`src/core/icmc_pkg.sv`:
```
// Package of constants and carrier types for the input connector mode control.
// How it works
// - Second halt-control input asserted stops the machine; left open with the first it runs.
// - Octal load trigger starts octal input only while in manual halt.
// - Program sample copies six upper discrete inputs into accumulator bits 25-30.
// - Each upper discrete input is echoed on a buffered output.
// - Five lower inputs sampled likewise; open or active means asserted.
// - A short strobe on the stretcher input yields one 6 us output pulse.
// - Fill and verify indicator drives follow fill and verify modes.
// - In halt, code select picks teleprinter or FIELDATA octal reading.
// - In run, asserted code select skips all input parity checking.
// - Reader code select open gives teleprinter, grounded gives FIELDATA even.
// - Parity sense and code select never affect the mechanical reader.
// - Working region selectable as 4, 12 or 16 channels at 70, 50 or 40-76.
// - Permanent region writes blocked unless write-enable lines are energized.
// - Parity sense open checks odd parity, grounded checks even parity.
// - First halt-control input asserted halts, open runs, with the second.
package icmc_pkg;
    localparam int unsigned CLK_HZ = 50_000_000;
    localparam int unsigned STRETCH_NS = 6000;
    localparam int unsigned STRETCH_CYC = STRETCH_NS / (1_000_000_000 / CLK_HZ);
    localparam int unsigned UPPER_LSB = 25;
    localparam int unsigned UPPER_N = 6;
    localparam int unsigned LOWER_LSB = 14;
    localparam int unsigned LOWER_N = 5;
    localparam int unsigned ACC_W = 32;
    localparam logic [5:0] WORK4_BASE = 6'o70;
    localparam logic [5:0] WORK12_BASE = 6'o50;
    localparam logic [5:0] WORK16_BASE = 6'o40;
    localparam logic [5:0] WORK_TOP = 6'o76;
    localparam logic [ACC_W-1:0] ACC_RESET = 32'h0000_0000;

    typedef enum logic [1:0] {
        ICMC_WS_4 = 2'b00,
        ICMC_WS_12 = 2'b01,
        ICMC_WS_16 = 2'b10
    } icmc_wsize_t;

    typedef enum logic [1:0] {
        ICMC_CODE_TTY = 2'b00,
        ICMC_CODE_FD = 2'b01,
        ICMC_CODE_FD_EVEN = 2'b10
    } icmc_code_t;

    typedef struct packed {
        logic halt;
        logic octal_start;
        icmc_code_t octal_code;
        logic parity_skip;
        logic parity_even;
        icmc_code_t reader_code;
    } icmc_mode_t;
endpackage : icmc_pkg

```
`src/core/icmc_stretch.sv`:
```
// Non-retriggerable pulse stretcher for short character strobes.
module icmc_stretch #(
    parameter int unsigned CYCLES = 300
) (
    // Clock and reset
    input wire logic clk,
    input wire logic rst_n,
    // Synchronized trigger and pulse
    input wire logic trig,
    output logic pulse
);
    localparam int unsigned CW = $clog2(CYCLES + 1);
    logic [CW-1:0] cnt_q;
    logic [CW-1:0] cnt_d;
    logic trig_q;
    logic pulse_q;
    logic pulse_d;

    if (CYCLES < 1)
    begin : g_len_check
        $error("Stretcher length must be at least one cycle.");
    end

    always_comb
    begin
        cnt_d = cnt_q;
        pulse_d = pulse_q;
        if (pulse_q)
        begin
            // A trigger during the pulse is ignored, not restarted.
            if (cnt_q == CW'(1))
                pulse_d = 1'b0;
            cnt_d = cnt_q - CW'(1);
        end
        else if (trig && !trig_q)
        begin
            pulse_d = 1'b1;
            cnt_d = CW'(CYCLES);
        end
    end

    always_ff @(posedge clk or negedge rst_n)
    begin
        if (!rst_n)
        begin
            cnt_q <= '0;
            pulse_q <= 1'b0;
            trig_q <= 1'b0;
        end
        else
        begin
            cnt_q <= cnt_d;
            pulse_q <= pulse_d;
            trig_q <= trig;
        end
    end

    assign pulse = pulse_q;
endmodule : icmc_stretch

```
`src/core/icmc_top.sv`:
```
// Mode, discrete input and write protection logic of the input connector.
module icmc_top
#(
    parameter int unsigned STRETCH_LEN = icmc_pkg::STRETCH_CYC
) (
    // Clock and reset
    input wire logic sys_clk,
    input wire logic arst_n,
    // Halt control and octal load, 1 means asserted
    input wire logic halt_control_a,
    input wire logic halt_control_b,
    input wire logic octal_load_trigger,
    // Operating mode from the sequencer
    input wire logic fill_mode,
    input wire logic verify_mode,
    // Discrete inputs, 1 means active or open, 0 means grounded
    input wire logic [icmc_pkg::UPPER_N-1:0] upper_discrete_in,
    input wire logic [icmc_pkg::LOWER_N-1:0] lower_discrete_in,
    input wire logic sample_discrete,
    output logic [icmc_pkg::ACC_W-1:0] accumulator,
    output logic [icmc_pkg::UPPER_N-1:0] upper_discrete_echo,
    // Pulse stretcher
    input wire logic stretcher_trigger_in,
    output logic stretcher_pulse_out,
    // Indicator drives
    output logic fill_indicator_drive,
    output logic verify_indicator_drive,
    // Code and parity selects, 1 means open or true
    input wire logic code_select_parity_skip,
    input wire logic reader_code_select,
    input wire logic parity_sense_select,
    output icmc_pkg::icmc_mode_t mode,
    // Memory write protection
    input wire logic [1:0] work_size_sel,
    input wire logic cold_write_enable,
    input wire logic write_req,
    input wire logic [5:0] write_channel,
    output logic write_allow
);
    import icmc_pkg::*;
    localparam int unsigned NS = 4 + UPPER_N + LOWER_N + 2 + 3;

    logic [1:0] rst_sync_q;
    logic rst_n;
    logic [NS-1:0] raw;
    logic [NS-1:0] s1_q;
    logic [NS-1:0] s2_q;
    logic hca_s;
    logic hcb_s;
    logic olt_s;
    logic stt_s;
    logic [UPPER_N-1:0] up_s;
    logic [LOWER_N-1:0] lo_s;
    logic cwe_s;
    logic [1:0] ws_s;
    logic cps_s;
    logic rcs_s;
    logic pss_s;
    logic olt_q;
    logic olt_d;
    logic pulse;
    logic [ACC_W-1:0] acc_q;
    logic [ACC_W-1:0] acc_d;
    logic [UPPER_N-1:0] echo_q;
    logic [UPPER_N-1:0] echo_d;
    icmc_mode_t mode_q;
    icmc_mode_t mode_d;
    logic fill_q;
    logic fill_d;
    logic ver_q;
    logic ver_d;
    logic wa_q;
    logic wa_d;
    logic [5:0] base;

    // Field positions are fixed, so a wider field would spill past bit 31.
    if (UPPER_N + UPPER_LSB > ACC_W)
    begin : g_upper_fit
        $error("Upper discrete field does not fit the accumulator.");
    end
    if (LOWER_N + LOWER_LSB > UPPER_LSB)
    begin : g_lower_fit
        $error("Lower discrete field runs into the upper field.");
    end
    if (STRETCH_LEN < 1)
    begin : g_stretch_len
        $error("Stretcher length must be at least one cycle.");
    end

    always_ff @(posedge sys_clk or negedge arst_n)
    begin
        if (!arst_n)
            rst_sync_q <= 2'h0;
        else
            rst_sync_q <= {rst_sync_q[0], 1'b1};
    end
    assign rst_n = rst_sync_q[1];

    // Every halt, trigger, discrete, size and select pin passes two stages; only the second stage is read.
    assign raw = {halt_control_a, halt_control_b, octal_load_trigger,
                  stretcher_trigger_in, upper_discrete_in, lower_discrete_in,
                  work_size_sel, code_select_parity_skip, reader_code_select,
                  parity_sense_select};
    always_ff @(posedge sys_clk or negedge rst_n)
    begin
        if (!rst_n)
        begin
            s1_q <= '0;
            s2_q <= '0;
        end
        else
        begin
            s1_q <= raw;
            s2_q <= s1_q;
        end
    end
    assign {hca_s, hcb_s, olt_s, stt_s, up_s, lo_s, ws_s, cps_s, rcs_s,
            pss_s} = s2_q;

    // Write enable lines are a level from the same supply, still synchronized.
    logic [1:0] cwe_sync_q;
    always_ff @(posedge sys_clk or negedge rst_n)
    begin
        if (!rst_n)
            cwe_sync_q <= 2'h0;
        else
            cwe_sync_q <= {cwe_sync_q[0], cold_write_enable};
    end
    assign cwe_s = cwe_sync_q[1];

    icmc_stretch #(
        .CYCLES(STRETCH_LEN)
    ) u_stretch (
        .clk(sys_clk),
        .rst_n(rst_n),
        .trig(stt_s),
        .pulse(pulse)
    );

    always_comb
    begin
        acc_d = acc_q;
        if (sample_discrete)
        begin
            acc_d[UPPER_LSB +: UPPER_N] = up_s;
            acc_d[LOWER_LSB +: LOWER_N] = lo_s;
        end
    end

    always_comb
    begin
        mode_d.halt = hca_s || hcb_s;
        // Octal start fires once per rising trigger, and only from halt.
        mode_d.octal_start = mode_q.halt && olt_s && !olt_q;
        mode_d.octal_code = cps_s ? ICMC_CODE_TTY : ICMC_CODE_FD;
        // Registered halt is used, so the skip trails a mode change a cycle.
        mode_d.parity_skip = !mode_q.halt && cps_s;
        mode_d.parity_even = !pss_s;
        // The reader looks at its own select only.
        mode_d.reader_code = rcs_s ? ICMC_CODE_TTY
                                   : ICMC_CODE_FD_EVEN;
        fill_d = fill_mode;
        ver_d = verify_mode;
        echo_d = up_s;
        olt_d = olt_s;
    end

    always_comb
    begin
        if (ws_s == ICMC_WS_16)
            base = WORK16_BASE;
        else if (ws_s == ICMC_WS_12)
            base = WORK12_BASE;
        else
            base = WORK4_BASE;
        // Channels above the working top are always permanent.
        wa_d = write_req && (cwe_s ||
               (write_channel >= base &&
                write_channel <= WORK_TOP));
    end

    always_ff @(posedge sys_clk or negedge rst_n)
    begin
        if (!rst_n)
            acc_q <= ACC_RESET;
        else
            acc_q <= acc_d;
    end

    always_ff @(posedge sys_clk or negedge rst_n)
    begin
        if (!rst_n)
        begin
            echo_q <= '0;
            mode_q <= '0;
            fill_q <= 1'b0;
            ver_q <= 1'b0;
            olt_q <= 1'b0;
        end
        else
        begin
            echo_q <= echo_d;
            mode_q <= mode_d;
            fill_q <= fill_d;
            ver_q <= ver_d;
            olt_q <= olt_d;
        end
    end

    always_ff @(posedge sys_clk or negedge rst_n)
    begin
        if (!rst_n)
            wa_q <= 1'b0;
        else
            wa_q <= wa_d;
    end

    assign accumulator = acc_q;
    assign upper_discrete_echo = echo_q;
    assign stretcher_pulse_out = pulse;
    assign fill_indicator_drive = fill_q;
    assign verify_indicator_drive = ver_q;
    assign mode = mode_q;
    assign write_allow = wa_q;
endmodule : icmc_top

```
`config.mk`:
```
export PLATFORM = sky130hd
export DESIGN_NAME = icmc_top
export DESIGN_NICKNAME = d
export VERILOG_FILES = /design/src/core/icmc_pkg.sv /design/src/core/icmc_stretch.sv /design/src/core/icmc_top.sv
export SDC_FILE = /design/constraint.sdc
export NUM_CORES = 1
export LEC_CHECK = 0
export BUFFER_PORTS_ARGS = -buffer_cell sky130_fd_sc_hd__buf_2
export CAP_MARGIN = 20
export CORE_MARGIN = 5
export CORE_UTILIZATION = 45
export DETAILED_ROUTE_END_ITERATION = 8
export GPL_ROUTABILITY_DRIVEN = 0
export PLACE_DENSITY = 0.71
export SETUP_SLACK_MARGIN = 0.5
export SLEW_MARGIN = 20
export SYNTH_ARGS = -nofsm -noshare
export SYNTH_HDL_FRONTEND = slang
export SYNTH_SLANG_ARGS = --single-unit
```
`constraint.sdc`:
```
create_clock -name sys_clk -period 3.2 [get_ports sys_clk]
set_clock_uncertainty 0.1 [all_clocks]
set_input_delay 0.64 -clock sys_clk [delete_from_list [all_inputs] [get_ports sys_clk]]
set_output_delay 0.64 -clock sys_clk [all_outputs]
set_load 0.01 [all_outputs]
```
==> flow_metrics.tcl, run 1 <==
set metrics [dict create \
    outcome "finished clean" \
    cpPeakStageDelay_ns 0.56 \
    final_common_cell "dfrtp_1" \
    layout_common_cells "81 x dfrtp_1, 59 x buf_2, 24 x conb_1, 11 x mux2_2, 10 x inv_1" \
    first_global_vias 1459 \
    setup_tns_ns 0 \
    area_growth_pct 19.62 \
    routed_via_density 4.496 \
    start_util_pct 46.64 \
    final_cells 335 \
    firstDrtPassIters 4 \
    placedCellCount 317 \
    cts_buffer_depth 2 \
    path_buf_inv 1 \
    slew_violations 0 \
    synth_seq_cells 82 \
    final.period_utilization_pct 57.31 \
    htree_levels 3 \
    powerDensity_nw_per_um2 693.9 \
    rsz0062_at_grt "no" \
    synth_cells 186 \
    drt_wl_total_mm 4.144 \
    yosys_warnings 0 \
    synth_seq_area_share_pct 73.44 \
    drcViolationCount 0 \
    netlist_area_um2 2794 \
    fmax_mhz 545.2 \
    fin_nets 293 \
    maxCapViolations 0 \
    fillerInstances 504 \
    cp_max_fo 11 \
    critPathLaunch "u_stretch.pulse" \
    portBuffers 59 \
    cp.required_ns 2.46 \
    cp-end-kind "output pin" \
    insertion_delay_ns 0.33 \
    r2r_start "u_stretch.cnt_q[0]" \
    crit_arrival_ns 1.09 \
    ant_nets 0 \
    reg2reg_to "u_stretch.cnt_q[4]" \
    antenna_found_initial 0 \
    reg2reg_depth 5 \
    cts_resized 0 \
    yosys.area.top_type_share_pct 73.44 \
    routedWlPerCell_um 12.37 \
    vias 1506 \
    die_h_um 88.80 \
    grt_max_degree 81 \
    cts_setup_buffers 0 \
    die_area_um2 7885 \
    synth_top_area_cell "dfrtp_1" \
    core_area_um2 5991 \
    critical_path.cell_chain "buf_2" \
    leakagePower_uw 0.001635 \
    min_period_ns 1.834 \
    start_kind "register" \
    irDropWorstVdd_mv 0.4082 \
    clkTransAtPathRegs_ns 0.08 \
    grt-ovfl-total 0 \
    cts_hold_buf 1 \
    grt_pass1_wl_mm 6.534 \
    hold_class "reg -> async" \
    ys_types 31 \
    row_count 28 \
    synthTopCellsByArea "dfrtp_1 73%, buf_4 6.2%, mux2_2 4.4%" \
    cts_made_buffers 9 \
    synth.avg_cell_area_um2 15.02 \
    cts_tree "yes" \
    drtIter0Drc 55 \
    drive_above_1_share_pct 34.62 \
    diodes 0 \
    ios 83 \
    hold_viol 0 \
    r2r_slack_ns 1.55 \
    die_w_um 88.80 \
    critical_path_class "reg -> out" \
    cts_root_buf "clkbuf_8" \
    grtUsageTotal_pct 11.25 \
    crit_family "flip-flops" \
    dpl.hpwl_mm 2.926 \
    cpMaxStageDelayCell "dfrtp_1" \
    cts_num_sinks 82 \
    finalSetupViolCount 0 \
]
## flip-flops by register name, indices dropped and copies added, names as in the netlist, 2 cells and up
signal	count
s1_q	20
s2_q	20
accumulator	11
u_stretch.cnt_q	9
mode	6
upper_discrete_echo	6
cwe_sync_q	2
rst_sync_q	2
## area by class of cell
type / instances / area [um^2] / area share (%)
timing repair buffer: 61 / 332.8 / 9.959
clock buffer: 10 / 127.6 / 3.819
multi-input combinational: 90 / 600.6 / 17.97
inverter: 11 / 41.29 / 1.235
tap: 75 / 93.84 / 2.808
clock inverter: 6 / 90.09 / 2.696
sequential: 82 / 2056 / 61.51
## metal layers
| metal | GRT usage (%) | up-vias | part of all wire (%) |
|---|---|---|---|
| met5 | 0 | - | 0 |
| met4 | 4.121 | 0 | 0.46 |
| met3 | 5.493 | 2 | 8.7 |
| met2 | 17.95 | 47 | 54 |
| met1 | 13.19 | 750 | 37 |
| li1 | - | 707 | - |
## cells by family (layout without fill, tap and decap cells)
logic type,Yosys count,count (layout),synth area share [%]
buf+inv,36,88,8.016
compound gates,16,16,4.120
simple gates,30,30,6.046
mux,15,15,5.867
flops,82,82,73.44
fa+ha+maj,5,5,2.239
other cells,2,24,0.2688
## where the power goes
group          internal (uW)  switching [uW]  total, uW
logic                    141             147        288
clock network            442             345        788
registers               1140             102       1240
total                   1720             594       2320
## Yosys cell counts (all sizes together)
cell type	n
a41oi	1
nand2b	1
a21oi	3
mux2i	4
o41ai	1
o22ai	1
a22o	1
a211o	2
conb	2
clkinv	1
nand2	5
nand4	2
o21ai	3
o2bb2ai	1
inv	10
nor4b	1
nor3b	1
mux2	11
nor2b	4
nand3b	1
or2	1
ha	5
nor2	8
nand3	3
nor3	2
dfrtp	82
o31ai	2
o311a	1
buf	25
nor4	1
## stage by stage
stage / instance area (um^2) / hold WS (ns) / setup slack (ns) / total power, uW / util (%)
4_1_cts: 3314 / 0.2542 / 1.346 / 2352 / 55.33
3_3_place_gp: 3087 / 0.2326 / 1.560 / 1534 / 51.52
3_5_place_dp: 3087 / 0.2347 / 1.511 / 1551 / 51.52
5_1_grt: 3342 / 0.2058 / 1.290 / 2452 / 55.79
2_1_floorplan: 2877 / 0.2312 / 0.6471 / 1469 / -
6_report: 3342 / 0.1628 / 1.366 / 2319 / 55.79
## how the worst max path moves through the flow
stage / endpoint / slack (ns) / depth (start not counted)
after floorplan: accumulator[14] / 0.65 / 0
after global placement: write_allow / 1.56 / 6
after detailed placement: write_allow / 1.51 / 6
after CTS: stretcher_pulse_out / 1.35 / 1
after global routing: stretcher_pulse_out / 1.29 / 1
final: stretcher_pulse_out / 1.37 / 1
(Power assumes the default switching activity.)
==> run 2: changes to the inputs <==
==> constraint.sdc (replaced) <==
create_clock -name sys_clk -period 1.9 [get_ports sys_clk]
set_clock_uncertainty 0.1 [all_clocks]
set_input_delay 0.38 -clock sys_clk [delete_from_list [all_inputs] [get_ports sys_clk]]
set_output_delay 0.38 -clock sys_clk [all_outputs]
set_load 0.01 [all_outputs]
==> run 2 against run 1 <==
- largest power group unchanged
- power increased by 81%
- largest cell class unchanged
- highest routed layer is now met5
- flip-flop and latch count unchanged
- routed wire length increased by 12%
- utilization increased by 3.2 points
- sequential share of layout area decreased by 3.3 points
- cell count increased by 3.9%
==> flow_metrics.tcl, run 2 (synthesis results as in run 1) <==
set metrics [dict create \
    placedCellCount 321 \
    final_cells 348 \
    firstDrtPassIters 4 \
    slew_headroom_pct 65.00 \
    cts_root_buf "clkbuf_8" \
    maxCapViolations 0 \
    grt_max_degree 42 \
    setup_tns_ns 0 \
    drcViolationCount 0 \
    cp-end-kind "register" \
    powerDensity_nw_per_um2 1187 \
    grtUsageTotal_pct 13.24 \
    grt-ovfl-total 0 \
    top_usage_layer "met2" \
    vias 1562 \
    drtIter0Drc 61 \
    leakagePower_uw 0.001724 \
    min_period_ns 1.471 \
    final_common_cell "dfrtp_1" \
    outcome "finished clean" \
    diodes 0 \
    htree_levels 3 \
    die_h_um 88.80 \
    cts_tree "yes" \
    row_count 28 \
    crit_arrival_ns 1.60 \
    drive_above_1_share_pct 42.12 \
    met3_usage_pct 7.076 \
    area_growth_pct 26.56 \
    irDropWorstVdd_mv 0.7441 \
    fin_nets 306 \
    drt_wl_total_mm 4.643 \
    ios 83 \
    start_util_pct 46.64 \
    core_area_um2 5991 \
    cp.required_ns 2.03 \
    fmax_mhz 679.7 \
    cts_num_sinks 82 \
    dpl.hpwl_mm 3.213 \
    clkTransAtPathRegs_ns 0.08 \
    start_kind "register" \
    use_met2_pct 20.85 \
    routedWlPerCell_um 13.34 \
    layout_common_cells "79 x dfrtp_1, 55 x buf_2, 24 x conb_1, 13 x buf_4, 11 x mux2_2" \
    routed_via_density 4.489 \
    final.period_utilization_pct 77.43 \
    cts_made_buffers 9 \
    ant_nets 0 \
    gr-usage-met1_pct 14.86 \
    first_global_vias 1643 \
    r2r_slack_ns 0.43 \
    slew_violations 0 \
    cp_max_fo 2 \
    rsz0062_at_grt "yes" \
    die_area_um2 7885 \
    insertion_delay_ns 0.35 \
    hold_viol 0 \
    finalSetupViolCount 0 \
    critical_path_class "reg -> reg" \
    antenna_found_initial 1 \
    hold_class "in -> reg" \
    tightest_slew_ns 0.5250 \
    cts_buffer_depth 2 \
    die_w_um 88.80 \
    grt_pass1_wl_mm 7.638 \
    portBuffers 59 \
]
==> run 2: cell count changes in the layout (fill, tap and decap cells not counted), moves of 2 or more <==
| cell | change |
|---|---|
| inv_1 | -3 |
| inv_2 | +3 |
| dfrtp_1 | -2 |
| buf_6 | +4 |
| ha_1 | -2 |
| dfrtp_2 | +2 |
| ha_4 | +2 |
| buf_2 | -4 |
| buf_4 | +13 |
==> run 2: metal layers <==
layer | part of all wire (%) | vias to the layer above
met3 | 9.6 | 10
li1 | - | 732
met2 | 50 | 57
met1 | 38 | 761
met4 | 2.1 | 2
met5 | 0.22 | -
==> run 2: critical path, cell delays in order (launching register included) <==
cell and delay (ns):
dfrtp_1 0.37, ha_1 0.31, inv_2 0.07, ha_4 0.19, nor2b_1 0.12, o22ai_1 0.13
a21oi_1 0.08
==> run 2: stage by stage <==
step                hold slack, ns  worst slack, ns  instance area [um^2]  util [%]  total power (uW)
floorplan                 -0.01559           0.4882                  2888         -              2486
global placement           0.06648           0.4329                  3137     52.36              2603
detailed placement         0.06723           0.3920                  3137     52.36              2641
CTS                       0.003217           0.4036                  3453     57.64              4164
global route              0.001085           0.3558                  3536     59.02              4432
finish                     0.02951           0.4288                  3536     59.02              4197
==> run 2: what timing repair did <==
item | CTS | global route
pin swaps | 1 | 8
endpoints found under the setup margin | 8 | 15
hold buffers | 1 | 0
resized for setup | 5 | 12
buffers inserted | 8 | 2
endpoints found under the hold margin | 2 | 0
cloned | 0 | 0
==> run 2: area by class of cell <==
| cell class | count | area, um^2 |
|---|---|---|
| clock buffer | 11 | 141.4 |
| clock inverter | 5 | 86.33 |
| fill | 491 | 2455 |
| inverter | 11 | 41.29 |
| multi-input combinational | 90 | 666.9 |
| sequential | 82 | 2058 |
| tap | 75 | 93.84 |
| timing repair buffer | 74 | 447.9 |
==> run 2: power by group <==
group          internal (uW)  leakage, uW  total (uW)  switching [uW]
Combinational            377     0.000658         734             358
Sequential              1930     0.000952        2070             148
Clock                    785     0.000114        1390             604
==> run 2: final timing paths <==
path                                    start  depth (start not counted)            endpoint
setup / recovery                      s2_q[4]                          6         write_allow
hold / removal             octal_load_trigger                          1            s1_q[17]
setup reg to reg                      s2_q[4]                          6         write_allow
hold reg to reg                 rst_sync_q[1]                          0            s1_q[16]
max in group asynchronous       rst_sync_q[1]                          1  u_stretch.cnt_q[2]
min in group asynchronous       rst_sync_q[1]                          0            s1_q[16]
